==> src/core/sel_cfg.svh <==
`ifndef SEL_CFG_SVH
`define SEL_CFG_SVH
// ---------------------------------------------------------------
// clock and indicator timing
// ---------------------------------------------------------------
`define SEL_CLK_HZ          40000000
`define SEL_HZ_PER_MHZ      1000000
`define SEL_FLICKER_HALF_US 50000
`define SEL_FLASH_STEP_US   200000
// ---------------------------------------------------------------
// register map (byte addresses) and fields
// ---------------------------------------------------------------
`define SEL_ADDR_W          8
`define SEL_ADDR_CTRL       8'h00
`define SEL_ADDR_STATE      8'h04
`define SEL_ADDR_IRQ_STAT   8'h08
`define SEL_ADDR_IRQ_MASK   8'h0C
`define SEL_ST_STATION_LSB  16
`define SEL_ST_SEV_LSB      20
`define SEL_ST_PROC_BIT     24
`define SEL_IRQ_W           4
`define SEL_IRQ_SHUT        0
`define SEL_IRQ_FAULT       1
`define SEL_IRQ_MODULE      2
`define SEL_IRQ_SUPPLY      3
`define SEL_IRQ_MASK_RST    4'h0
`define SEL_FLASH_DBL_PHASE 3'h2
`endif

==> src/core/sel_pkg.sv <==
package sel_pkg;
  // station-wide error state, one-hot
  typedef enum logic [2:0] {
    SEL_ST_RUN   = 3'b001,
    SEL_ST_SHUT  = 3'b010,
    SEL_ST_FAULT = 3'b100
  } sel_station_e;
  // network state of a communication controller
  typedef enum logic [1:0] {
    SEL_NET_INIT   = 2'h0,
    SEL_NET_PREOP  = 2'h1,
    SEL_NET_SAFEOP = 2'h2,
    SEL_NET_OP     = 2'h3
  } sel_net_e;
  // reported severity, highest wins
  typedef enum logic [1:0] {
    SEL_SEV_NONE   = 2'h0,
    SEL_SEV_MODULE = 2'h1,
    SEL_SEV_SHUT   = 2'h2,
    SEL_SEV_FAULT  = 2'h3
  } sel_sev_e;
endpackage

==> src/core/sel_error_led.sv <==
`timescale 1ns/1ps
`include "sel_cfg.svh"
module sel_error_led
  import sel_pkg::*;
#(
  parameter int unsigned NMOD        = 8,
  parameter int unsigned FLICKER_CYC =
    (`SEL_CLK_HZ / `SEL_HZ_PER_MHZ) * `SEL_FLICKER_HALF_US,
  parameter int unsigned FLASH_CYC   =
    (`SEL_CLK_HZ / `SEL_HZ_PER_MHZ) * `SEL_FLASH_STEP_US
) (
  // clock and power-on reset
  input  wire logic                   i_clock,
  input  wire logic                   i_reset_n,
  // apb slave
  input  wire logic                   i_psel,
  input  wire logic                   i_penable,
  input  wire logic                   i_pwrite,
  input  wire logic [`SEL_ADDR_W-1:0] i_paddr,
  input  wire logic [31:0]            i_pwdata,
  output logic      [31:0]            o_prdata,
  output logic                        o_pready,
  output logic                        o_pslverr,
  // diagnosis findings (pins)
  input  wire logic                   i_fault_transient,
  input  wire logic                   i_fault_integrity,
  input  wire logic                   i_fault_proc,
  input  wire logic [NMOD-1:0]        i_fault_sw,
  input  wire logic                   i_error_ack,
  // controller and link status (pins)
  input  wire logic [1:0]             i_safe_net,
  input  wire logic [1:0]             i_io_net,
  input  wire logic                   i_link_up_ok,
  input  wire logic                   i_link_up_act,
  input  wire logic                   i_link_dn_ok,
  input  wire logic                   i_link_dn_act,
  // supply monitors (pins)
  input  wire logic                   i_ctrl_supply_ok,
  input  wire logic                   i_valve_in_range,
  input  wire logic                   i_valve_out_on,
  input  wire logic                   i_valve_overvolt,
  input  wire logic                   i_valve_overcur,
  // state outputs
  output logic                        o_station_halt,
  output logic      [NMOD-1:0]        o_module_halt,
  output logic      [1:0]             o_severity,
  output logic                        o_irq,
  // indicators
  output logic                        o_run_safe_led,
  output logic                        o_run_io_led,
  output logic                        o_link_up_led,
  output logic                        o_link_dn_led,
  output logic                        o_control_supply_indicator,
  output logic                        o_valve_supply_led,
  output logic                        o_diag_led_two,
  output logic                        o_diag_led_three,
  output logic                        o_diag_led_four
);
  // ---------------------------------------------------------------
  // reset release
  // ---------------------------------------------------------------
  localparam int unsigned PW = 17 + NMOD;   // synchronised pin count
  logic [1:0] rst_pipe;                     // release stretcher
  wire        rst_n = rst_pipe[1];          // design-wide reset
  // assert at once, release after two edges
  always_ff @(posedge i_clock or negedge i_reset_n) begin
    if (!i_reset_n) begin
      rst_pipe <= 2'h0;
    end else begin
      rst_pipe <= {rst_pipe[0], 1'b1};
    end
  end
  // ---------------------------------------------------------------
  // pin synchronisers
  // ---------------------------------------------------------------
  wire  [PW-1:0] pin_raw = {i_fault_transient, i_fault_integrity, i_fault_proc,
                            i_fault_sw, i_error_ack, i_safe_net, i_io_net,
                            i_link_up_ok, i_link_up_act, i_link_dn_ok,
                            i_link_dn_act, i_ctrl_supply_ok, i_valve_in_range,
                            i_valve_out_on, i_valve_overvolt, i_valve_overcur};
  logic [PW-1:0] pin_s1;                    // metastable stage
  logic [PW-1:0] pin_s2;                    // second stage
  logic [PW-1:0] pin_s3;                    // third stage
  logic [PW-1:0] pin_q;                     // accepted level

  // per bit: a change counts once stages two and three agree
  for (genvar b = 0; b < PW; b++) begin : g_sync
    always_ff @(posedge i_clock or negedge rst_n) begin
      if (!rst_n) begin
        pin_s1[b] <= 1'b0;
        pin_s2[b] <= 1'b0;
        pin_s3[b] <= 1'b0;
        pin_q[b]  <= 1'b0;
      end else begin
        pin_s1[b] <= pin_raw[b];
        pin_s2[b] <= pin_s1[b];
        pin_s3[b] <= pin_s2[b];
        if (pin_s2[b] == pin_s3[b]) begin
          pin_q[b] <= pin_s3[b];
        end
      end
    end
  end

  // named views of the accepted levels
  wire            flt_transient = pin_q[16+NMOD];
  wire            flt_integrity = pin_q[15+NMOD];
  wire            flt_proc      = pin_q[14+NMOD];
  wire [NMOD-1:0] flt_sw        = pin_q[13+NMOD:14];
  wire            flt_ack       = pin_q[13];
  wire sel_net_e  safe_net      = sel_net_e'(pin_q[12:11]);
  wire sel_net_e  io_net        = sel_net_e'(pin_q[10:9]);
  wire            up_ok         = pin_q[8];
  wire            up_act        = pin_q[7];
  wire            dn_ok         = pin_q[6];
  wire            dn_act        = pin_q[5];
  wire            us_ok         = pin_q[4];
  wire            vp_range      = pin_q[3];
  wire            vp_out_on     = pin_q[2];
  wire            vp_overvolt   = pin_q[1];
  wire            vp_overcur    = pin_q[0];
  // ---------------------------------------------------------------
  // apb decode
  // ---------------------------------------------------------------
  wire acc      = i_psel && i_penable;             // access phase, pready is 1
  wire wr       = acc && i_pwrite;
  wire hit_ctrl = (i_paddr == `SEL_ADDR_CTRL);
  wire hit_st   = (i_paddr == `SEL_ADDR_STATE);
  wire hit_is   = (i_paddr == `SEL_ADDR_IRQ_STAT);
  wire hit_im   = (i_paddr == `SEL_ADDR_IRQ_MASK);
  wire hit_any  = hit_ctrl || hit_st || hit_is || hit_im;
  wire [NMOD-1:0] sw_ack = (wr && hit_ctrl) ? i_pwdata[NMOD-1:0] : '0;
  wire [`SEL_IRQ_W-1:0] is_clr = (wr && hit_is) ? i_pwdata[`SEL_IRQ_W-1:0] : '0;
  assign o_pready  = 1'b1;                         // zero wait states
  assign o_pslverr = acc && !hit_any;              // unmapped address
  // ---------------------------------------------------------------
  // station state machine
  // ---------------------------------------------------------------
  sel_station_e station;                           // station-wide state
  sel_station_e next_station;
  logic         proc_q;                            // processor that reported
  logic [NMOD-1:0] mod_halt;                       // halted modules
  wire  [NMOD-1:0] ack_vec = sw_ack | {NMOD{flt_ack}};
  // fault outranks shutdown; neither returns to run
  always_comb begin
    next_station = station;
    unique case (station)
      SEL_ST_RUN: begin
        if (flt_integrity) begin
          next_station = SEL_ST_FAULT;
        end else if (flt_transient) begin
          next_station = SEL_ST_SHUT;
        end
      end
      SEL_ST_SHUT: begin                           // only reset or escalation leaves
        if (flt_integrity) begin
          next_station = SEL_ST_FAULT;             // escalation
        end
      end
      SEL_ST_FAULT: next_station = SEL_ST_FAULT;   // no way out
      default:      next_station = SEL_ST_FAULT;   // corrupt code is unsafe
    endcase
  end

  // state register, reset is the sole way back to run
  always_ff @(posedge i_clock or negedge rst_n) begin
    if (!rst_n) begin
      station <= SEL_ST_RUN;
      proc_q  <= 1'b0;
    end else begin
      station <= next_station;
      if (next_station != station) begin
        proc_q <= flt_proc;                        // remember reporter
      end
    end
  end

  // module halts: set wins over acknowledge
  always_ff @(posedge i_clock or negedge rst_n) begin
    if (!rst_n) begin
      mod_halt <= '0;
    end else begin
      mod_halt <= (mod_halt & ~ack_vec) | flt_sw;
    end
  end
  // severity, most serious state shown
  wire sel_sev_e sev = (station == SEL_ST_FAULT) ? SEL_SEV_FAULT :
                       (station == SEL_ST_SHUT)  ? SEL_SEV_SHUT  :
                       (|mod_halt)               ? SEL_SEV_MODULE : SEL_SEV_NONE;

  assign o_station_halt = (station != SEL_ST_RUN);
  assign o_module_halt  = mod_halt;
  assign o_severity     = sev;
  // ---------------------------------------------------------------
  // interrupt status and mask
  // ---------------------------------------------------------------
  logic [`SEL_IRQ_W-1:0] irq_stat;                 // sticky events
  logic [`SEL_IRQ_W-1:0] irq_mask;                 // enables
  logic                  us_ok_d;                  // previous supply level
  wire  [`SEL_IRQ_W-1:0] irq_set;
  assign irq_set[`SEL_IRQ_SHUT]   = (next_station == SEL_ST_SHUT) &&
                                    (station != SEL_ST_SHUT);
  assign irq_set[`SEL_IRQ_FAULT]  = (next_station == SEL_ST_FAULT) &&
                                    (station != SEL_ST_FAULT);
  assign irq_set[`SEL_IRQ_MODULE] = |(flt_sw & ~mod_halt);
  assign irq_set[`SEL_IRQ_SUPPLY] = us_ok_d && !us_ok;

  // write one clears; a same-cycle event keeps the bit set
  always_ff @(posedge i_clock or negedge rst_n) begin
    if (!rst_n) begin
      irq_stat <= '0;
      irq_mask <= `SEL_IRQ_MASK_RST;
      us_ok_d  <= 1'b0;
    end else begin
      irq_stat <= (irq_stat & ~is_clr) | irq_set;
      us_ok_d  <= us_ok;
      if (wr && hit_im) begin
        irq_mask <= i_pwdata[`SEL_IRQ_W-1:0];
      end
    end
  end

  assign o_irq = |(irq_stat & irq_mask);
  // read mux, unused bits read zero
  logic [31:0] rd_state;
  always_comb begin
    rd_state = '0;
    rd_state[NMOD-1:0] = mod_halt;
    rd_state[`SEL_ST_STATION_LSB +: 3] = station;
    rd_state[`SEL_ST_SEV_LSB +: 2]     = sev;
    rd_state[`SEL_ST_PROC_BIT]         = proc_q;
  end
  assign o_prdata = !acc || i_pwrite ? 32'h0 :
                    hit_st ? rd_state :
                    hit_is ? {{(32-`SEL_IRQ_W){1'b0}}, irq_stat} :
                    hit_im ? {{(32-`SEL_IRQ_W){1'b0}}, irq_mask} : 32'h0;
  // ---------------------------------------------------------------
  // blink dividers
  // ---------------------------------------------------------------
  logic [31:0] flk_cnt;                            // flicker divider
  logic [31:0] fls_cnt;                            // flash step divider
  logic        flicker;                            // fast square wave
  logic [2:0]  phase;                              // flash step phase

  // flicker toggles each half period, flash advances per step
  always_ff @(posedge i_clock or negedge rst_n) begin
    if (!rst_n) begin
      flk_cnt <= '0;
      fls_cnt <= '0;
      flicker <= 1'b0;
      phase   <= '0;
    end else begin
      if (flk_cnt == FLICKER_CYC - 1) begin
        flk_cnt <= '0;
        flicker <= !flicker;
      end else begin
        flk_cnt <= flk_cnt + 32'h1;
      end
      if (fls_cnt == FLASH_CYC - 1) begin
        fls_cnt <= '0;
        phase   <= phase + 3'h1;
      end else begin
        fls_cnt <= fls_cnt + 32'h1;
      end
    end
  end

  wire flash  = phase[0];                          // regular slow flash
  wire single = (phase == 3'h0);                   // flash then break
  wire dbl    = single || (phase == `SEL_FLASH_DBL_PHASE);
  // ---------------------------------------------------------------
  // indicator encoding
  // ---------------------------------------------------------------
  function automatic logic run_led(input sel_net_e n, input logic fk,
                                   input logic fs);
    unique case (n)
      SEL_NET_OP:     run_led = 1'b1;
      SEL_NET_PREOP:  run_led = fk;
      SEL_NET_SAFEOP: run_led = fs;
      SEL_NET_INIT:   run_led = 1'b0;
    endcase
  endfunction

  wire next_run_safe = run_led(safe_net, flicker, flash);
  wire next_run_io   = run_led(io_net, flicker, flash);
  wire next_link_up  = up_ok && (up_act ? flash : 1'b1);
  wire next_link_dn  = dn_ok && (dn_act ? flash : 1'b1);
  // overcurrent outranks overvoltage, no supply stays dark
  wire next_valve    = vp_overcur  ? dbl :
                       vp_overvolt ? single :
                       vp_range    ? (vp_out_on ? 1'b1 : flicker) : 1'b0;
  wire st_down       = (station != SEL_ST_RUN);
  // shutdown lights two, fault darkens it
  wire next_diag_led_two    = (station == SEL_ST_SHUT) ? 1'b1 :
                       (station == SEL_ST_FAULT) ? 1'b0 : ((|mod_halt) && flicker);
  wire next_diag_led_three    = st_down && !proc_q;
  wire next_diag_led_four    = st_down && proc_q;

  // led flops keep outputs glitch free
  logic [8:0] led_q;                               // registered indicators
  always_ff @(posedge i_clock or negedge rst_n) begin
    if (!rst_n) begin
      led_q <= '0;
    end else begin
      led_q <= {next_run_safe, next_run_io, next_link_up, next_link_dn,
                us_ok, next_valve, next_diag_led_two, next_diag_led_three, next_diag_led_four};
    end
  end
  assign {o_run_safe_led, o_run_io_led, o_link_up_led, o_link_dn_led,
          o_control_supply_indicator, o_valve_supply_led, o_diag_led_two,
          o_diag_led_three, o_diag_led_four} = led_q;
endmodule

==> config.mk <==
export PLATFORM = sky130hd
export DESIGN_NAME = sel_error_led
export DESIGN_NICKNAME = d
export VERILOG_FILES = /design/src/core/sel_pkg.sv /design/src/core/sel_error_led.sv
export VERILOG_INCLUDE_DIRS = /design/src /design/src/core
export SDC_FILE = /design/constraint.sdc
export NUM_CORES = 1
export LEC_CHECK = 0
export CORE_AREA = 2 2 153 110
export DETAILED_ROUTE_END_ITERATION = 10
export DIE_AREA = 0 0 155 112
export DONT_BUFFER_PORTS = 1
export PLACE_DENSITY = 0.67
export SLEW_MARGIN = 5
export SYNTH_ARGS = -nofsm -noshare
export SYNTH_HDL_FRONTEND = slang
export SYNTH_SLANG_ARGS = --single-unit
==> constraint.sdc <==
create_clock -name i_clock -period 6.3 [get_ports i_clock]
set_input_delay 0.315 -clock i_clock [delete_from_list [all_inputs] [get_ports i_clock]]
set_output_delay 0.315 -clock i_clock [all_outputs]
set_load 0.005 [all_outputs]
; Word-level counts from Yosys, hierarchy flattened
; Index checks and enable logic that the tools add are counted.
[word_totals]
register_bits = 200
wordCells = 227
out_inout_bits = 55
inputBits = 70
[classes]
reduce_logical = 31
mux = 25
add_sub_neg = 3
n_bitwise = 10
eq_ne = 46
[op_table]
columns = operator, n
row1 = "adder 32 x 1 -> 32 bit, second input constant", 2
row2 = two-way mux 32 bit, 2
row3 = two-way mux 25 bit, 2
row4 = "== test 32 x 21 -> 1 bit, second input constant", 1
row5 = "== test 32 x 23 -> 1 bit, second input constant", 1
row6 = == test 1 bit, 25
row7 = AND 8 bit, 2
row8 = "== test 8 x 4 -> 1 bit, second input constant", 2
row9 = NOT 8 bit, 2
row10 = OR 8 bit, 2
row11 = OR reduction 8 bit, 2
row12 = logical AND 1 bit, 14
row13 = two-way mux 4 bit, 3
row14 = "== test 3 x 2 -> 1 bit, second input constant", 3
row15 = two-way mux 1 bit, 9
row16 = two-way mux 3 bit, 3
row17 = AND 4 bit, 2
row18 = "== test 2 bit, second input constant", 4
row19 = "== test 8 x 3 -> 1 bit, second input constant", 1
row20 = zero test 8 bit, 1
row21 = two-way mux 8 bit, 1
row22 = case mux 1 bit (4 select lines), 2
row23 = "== test 3 bit, second input constant", 2
row24 = case mux 3 bit (2 select lines), 1
row25 = other kinds (15), 26

; Logic depth before layout (Yosys ltp)
[depth]
ltp_word = 8
ltp_mapped = 6
mapped_depth_nobuf = 5

; Worst setup path after synthesis
; No wires, ideal clock.
[synth_timing]
path_kind = in2out
from = input port i_paddr[5]
to = output port o_prdata[20]
n_path_buf = 0
path_stages = 4
t_arrival_ns = 1.406
slack_ns = 4.579
required_time_ns = 5.985
path_cell_list = nor4_4 > nand3_1 > nor3b_2 > a21boi_0
[synth_between]
elab_chain_len = 3
[synth_rtl]
columns = item, line_no
row1 = start: declaration, sel_error_led.sv:19  ; input wire logic [`SEL_ADDR_W-1:0] i_paddr,
row2 = == test 8 x 3 -> 1 bit (no source line), -
row3 = two-way mux 25 bit, sel_error_led.sv:234  ; hit_st ? rd_state :
row4 = two-way mux 25 bit, sel_error_led.sv:233  ; assign o_prdata = !acc || i_pwrite ? 32'h0 :
row5 = end: declaration, sel_error_led.sv:21  ; output logic [31:0] o_prdata,
; Every way passes these cells.

; Worst setup path after layout
[layout_timing]
from = register fls_cnt[24]
to = register phase[1]
[layout_between]
elab_chain_len = 1
[layout_rtl]
columns = item, line_no
row1 = start: declaration, sel_error_led.sv:241  ; logic [31:0] fls_cnt;
row2 = start signal: assignment, sel_error_led.sv:263  ; fls_cnt <= fls_cnt + 32'h1;
row3 = == test 32 x 23 -> 1 bit, sel_error_led.sv:259  ; if (fls_cnt == FLASH_CYC - 1) begin
row4 = end signal: assignment, sel_error_led.sv:261  ; phase <= phase + 3'h1;
row5 = end: declaration, sel_error_led.sv:243  ; logic [2:0] phase;
; Every way passes these cells.
; A chain may end at the register's enable or synchronous reset.

==> metrics.yaml <==
status: "finished, final reports clean"
numCtsBuffers: 17
vias_per_cell: 5.55
post-route-period-util_pct: 39.8
grt_max_degree: 80
cp_data_required_time_ps: 6610
hold_ws_ps: 22.4
ant_nets: 0
crit_arrival_ps: 2820
hp-start: "i_pwdata[2]"
syn_avg_cell_area_um2: 12.4
yosysWarnings: 0
antenna_found_initial: 0
drt_iter0_markers: 438
rows: 39
synth_edf_count: 0
grt_pass1_wl_mm: 24.5
async_flop_share_pct: 100
gp_congestion: 0.840
synthTopCellsByArea: "dfrtp_1 63%, xnor2_1 4.6%, maj3_1 3.2%, nand3_1 2.8%, nand4_1 2.1%"
track_usage_pct: 17.7
cts.sinks: 199
die-area_um2: 17400
wl_per_cell_um: 16.2
die_x_um: 155
overflow: 0
ys_types: 59
drv_cap: 0
fillers: 1256
synth_common_cells: "198 x dfrtp_1, 44 x nand3_1, 41 x xnor2_1"
pin_count: 125
fin_worst_skew_ps: 10.5
firstDrtPassIters: 5
grt_setup_unrepaired: "no"
path_class: "reg -> reg"
synth_seq_cells: 199
yosysTopAreaCell: "dfrtp_1"
core_um2: 16000
synthesis.area_um2: 7840
cts_buffer_depth: 2
timing.fmax_ghz: 0.399
cts_tree: "yes"
die_y_um: 112
setup.worst_path.start: "fls_cnt[24]"
setup_violations: 0
use_met3_pct: 4.98
grt_busiest_layer: "met1"
grt_util_met1_pct: 26.5
critPathLaunchType: "flip-flop"
final_layout_size_suffix_gt1_share_pct: 9.12
layout.nets: 742
setup_tns_ps: 0
drt_wl_total_mm: 14.3
place_hpwl_mm: 9.76
root_buffer: "clkbuf_16"
synthCells: 630
hold_viol: 0
peakVddDrop_uv: 196
vias: 4914
min_path_type: "in -> reg"
io_buffers: 0
fin_crit_ps: 2510
worst_pin_slew_ps: 933
drc: 0
dp.cells: 826
reg2reg_slack_ps: 3790
yosysSeqAreaShare_pct: 63.5
path_max_fanout: 12
maxSlewHeadroom_pct: 37.8
netlist.area_leader.share_pct: 63.2
leakage_nw: 3.81
cts.clk_slew.worst_paths_ps: 70
grt_pass1_vias: 4830
pre_cts_ws_ps: 3890
final_max_slew_viol_count: 0
start_util_pct: 49.1
n_antenna_cell: 0
cts_setup_buffers: 0
power_density_nw_per_um2: 288
regToRegStartpoint: "fls_cnt[24]"
gr-usage-met2_pct: 25.5
layoutNonFillerInstCount: 885
clk_latency_ps: 430
yosysMostFrequentCell: "dfrtp_1"
htree_levels: 4
areaGrowthSynthToFinish_pct: 13.3
fin_ws_ps: 3790
crit_path_end_kind: "flip-flop"
synth_flop_cell: "dfrtp_1"
[layer usage]
| metal | share of wire [%] | up-vias |
|---|---|---|
| met5 | 0 | - |
| met2 | 45 | 160 |
| met4 | 0.83 | 0 |
| met3 | 4.5 | 11 |
| li1 | - | 2279 |
| met1 | 49 | 2464 |
[path summary, 6_finish.rpt]
check	to	depth (start not counted)
min in group asynchronous	rst_pipe[0]	1
worst max-delay path	phase[1]	4
max in group asynchronous	pin_s1[14]	1
worst min register to register	pin_s2[21]	0
worst min-delay path	irq_mask[2]	1
worst max register to register	phase[1]	4
[where the power goes]
part,internal (mW),leakage [nW],switching [mW],total (mW)
Clock,0.585,0.296,0.518,1.10
Sequential,1.33,2.46,0.0470,1.38
Combinational,0.0384,1.06,0.0379,0.0763
[layout by cell type, fill, tap and decap left out, types with 8 or more instances in the layout]
cell and instances:
dfrtp_1 197, nand3_1 44, xnor2_1 41, nor2_1 35, nand2_1 33, dlygate4sd3_1 27
nand4_1 26, maj3_1 25, conb_1 20, inv_1 19, a21oi_1 18, nor4_1 17
clkbuf_16 17, xor2_1 12, and2_1 10, a31o_2 9, nor3_1 8, o21ai_0 8
[logic make-up (layout without fill, tap and decap cells)]
logic type,Yosys count,count (layout),share of synthesized area [%]
AND/OR/NAND/NOR,223,223,16.2
flip-flops,199,199,63.5
AO/OA/AOI/OAI,64,64,5.49
XOR/XNOR,53,53,5.92
buffers and inverters,49,81,3.38
adder cells (fa/ha/maj),30,30,3.99
multiplexers,10,10,1.44
other,2,20,0.0958
[flip-flops by register name, indices dropped and copies added (netlist names), 2 cells and up]
register / flops
o_module_halt: 8
pin_s1: 25
pin_q: 2
rst_pipe: 2
phase: 3
flt_sw: 8
pin_s2: 25
irq_mask: 4
station: 3
pin_s3: 25
io_net: 2
flk_cnt: 32
led_q: 9
fls_cnt: 32
irq_stat: 4
[stage by stage]
stage | power, mW | utilization, % | instance area (um^2)
CTS | 2.59 | 55.6 | 8870
global route | 2.67 | 55.7 | 8880
detailed placement | 1.47 | 50.1 | 8000
floorplan | 1.45 | - | 7910
finish | 2.56 | 55.7 | 8880
global placement | 1.46 | 50.1 | 8000
[final cells by class]
| type | count | area, um^2 | area share, % |
|---|---|---|---|
| clock inverters | 14 | 178 | 2.00 |
| repair buffers | 30 | 293 | 3.30 |
| inverters | 19 | 71.3 | 0.803 |
| flip-flops and latches | 199 | 4980 | 56.1 |
| multi-input cells | 400 | 2660 | 30.0 |
| clock buffers | 18 | 439 | 4.94 |
| well taps | 205 | 256 | 2.89 |
[what timing repair did]
item	CTS	global route
hold endpoints to repair	27	1
hold buffers	26	1
gates resized for setup	0	0
[worst max-delay path: stages (launching register included)]
cell	delay, ps
dfrtp_1	420
nor4_1	460
nand4_1	330
nor4_4	770
mux2_2	410
No activity file was read; power rests on OpenSTA's default activity.
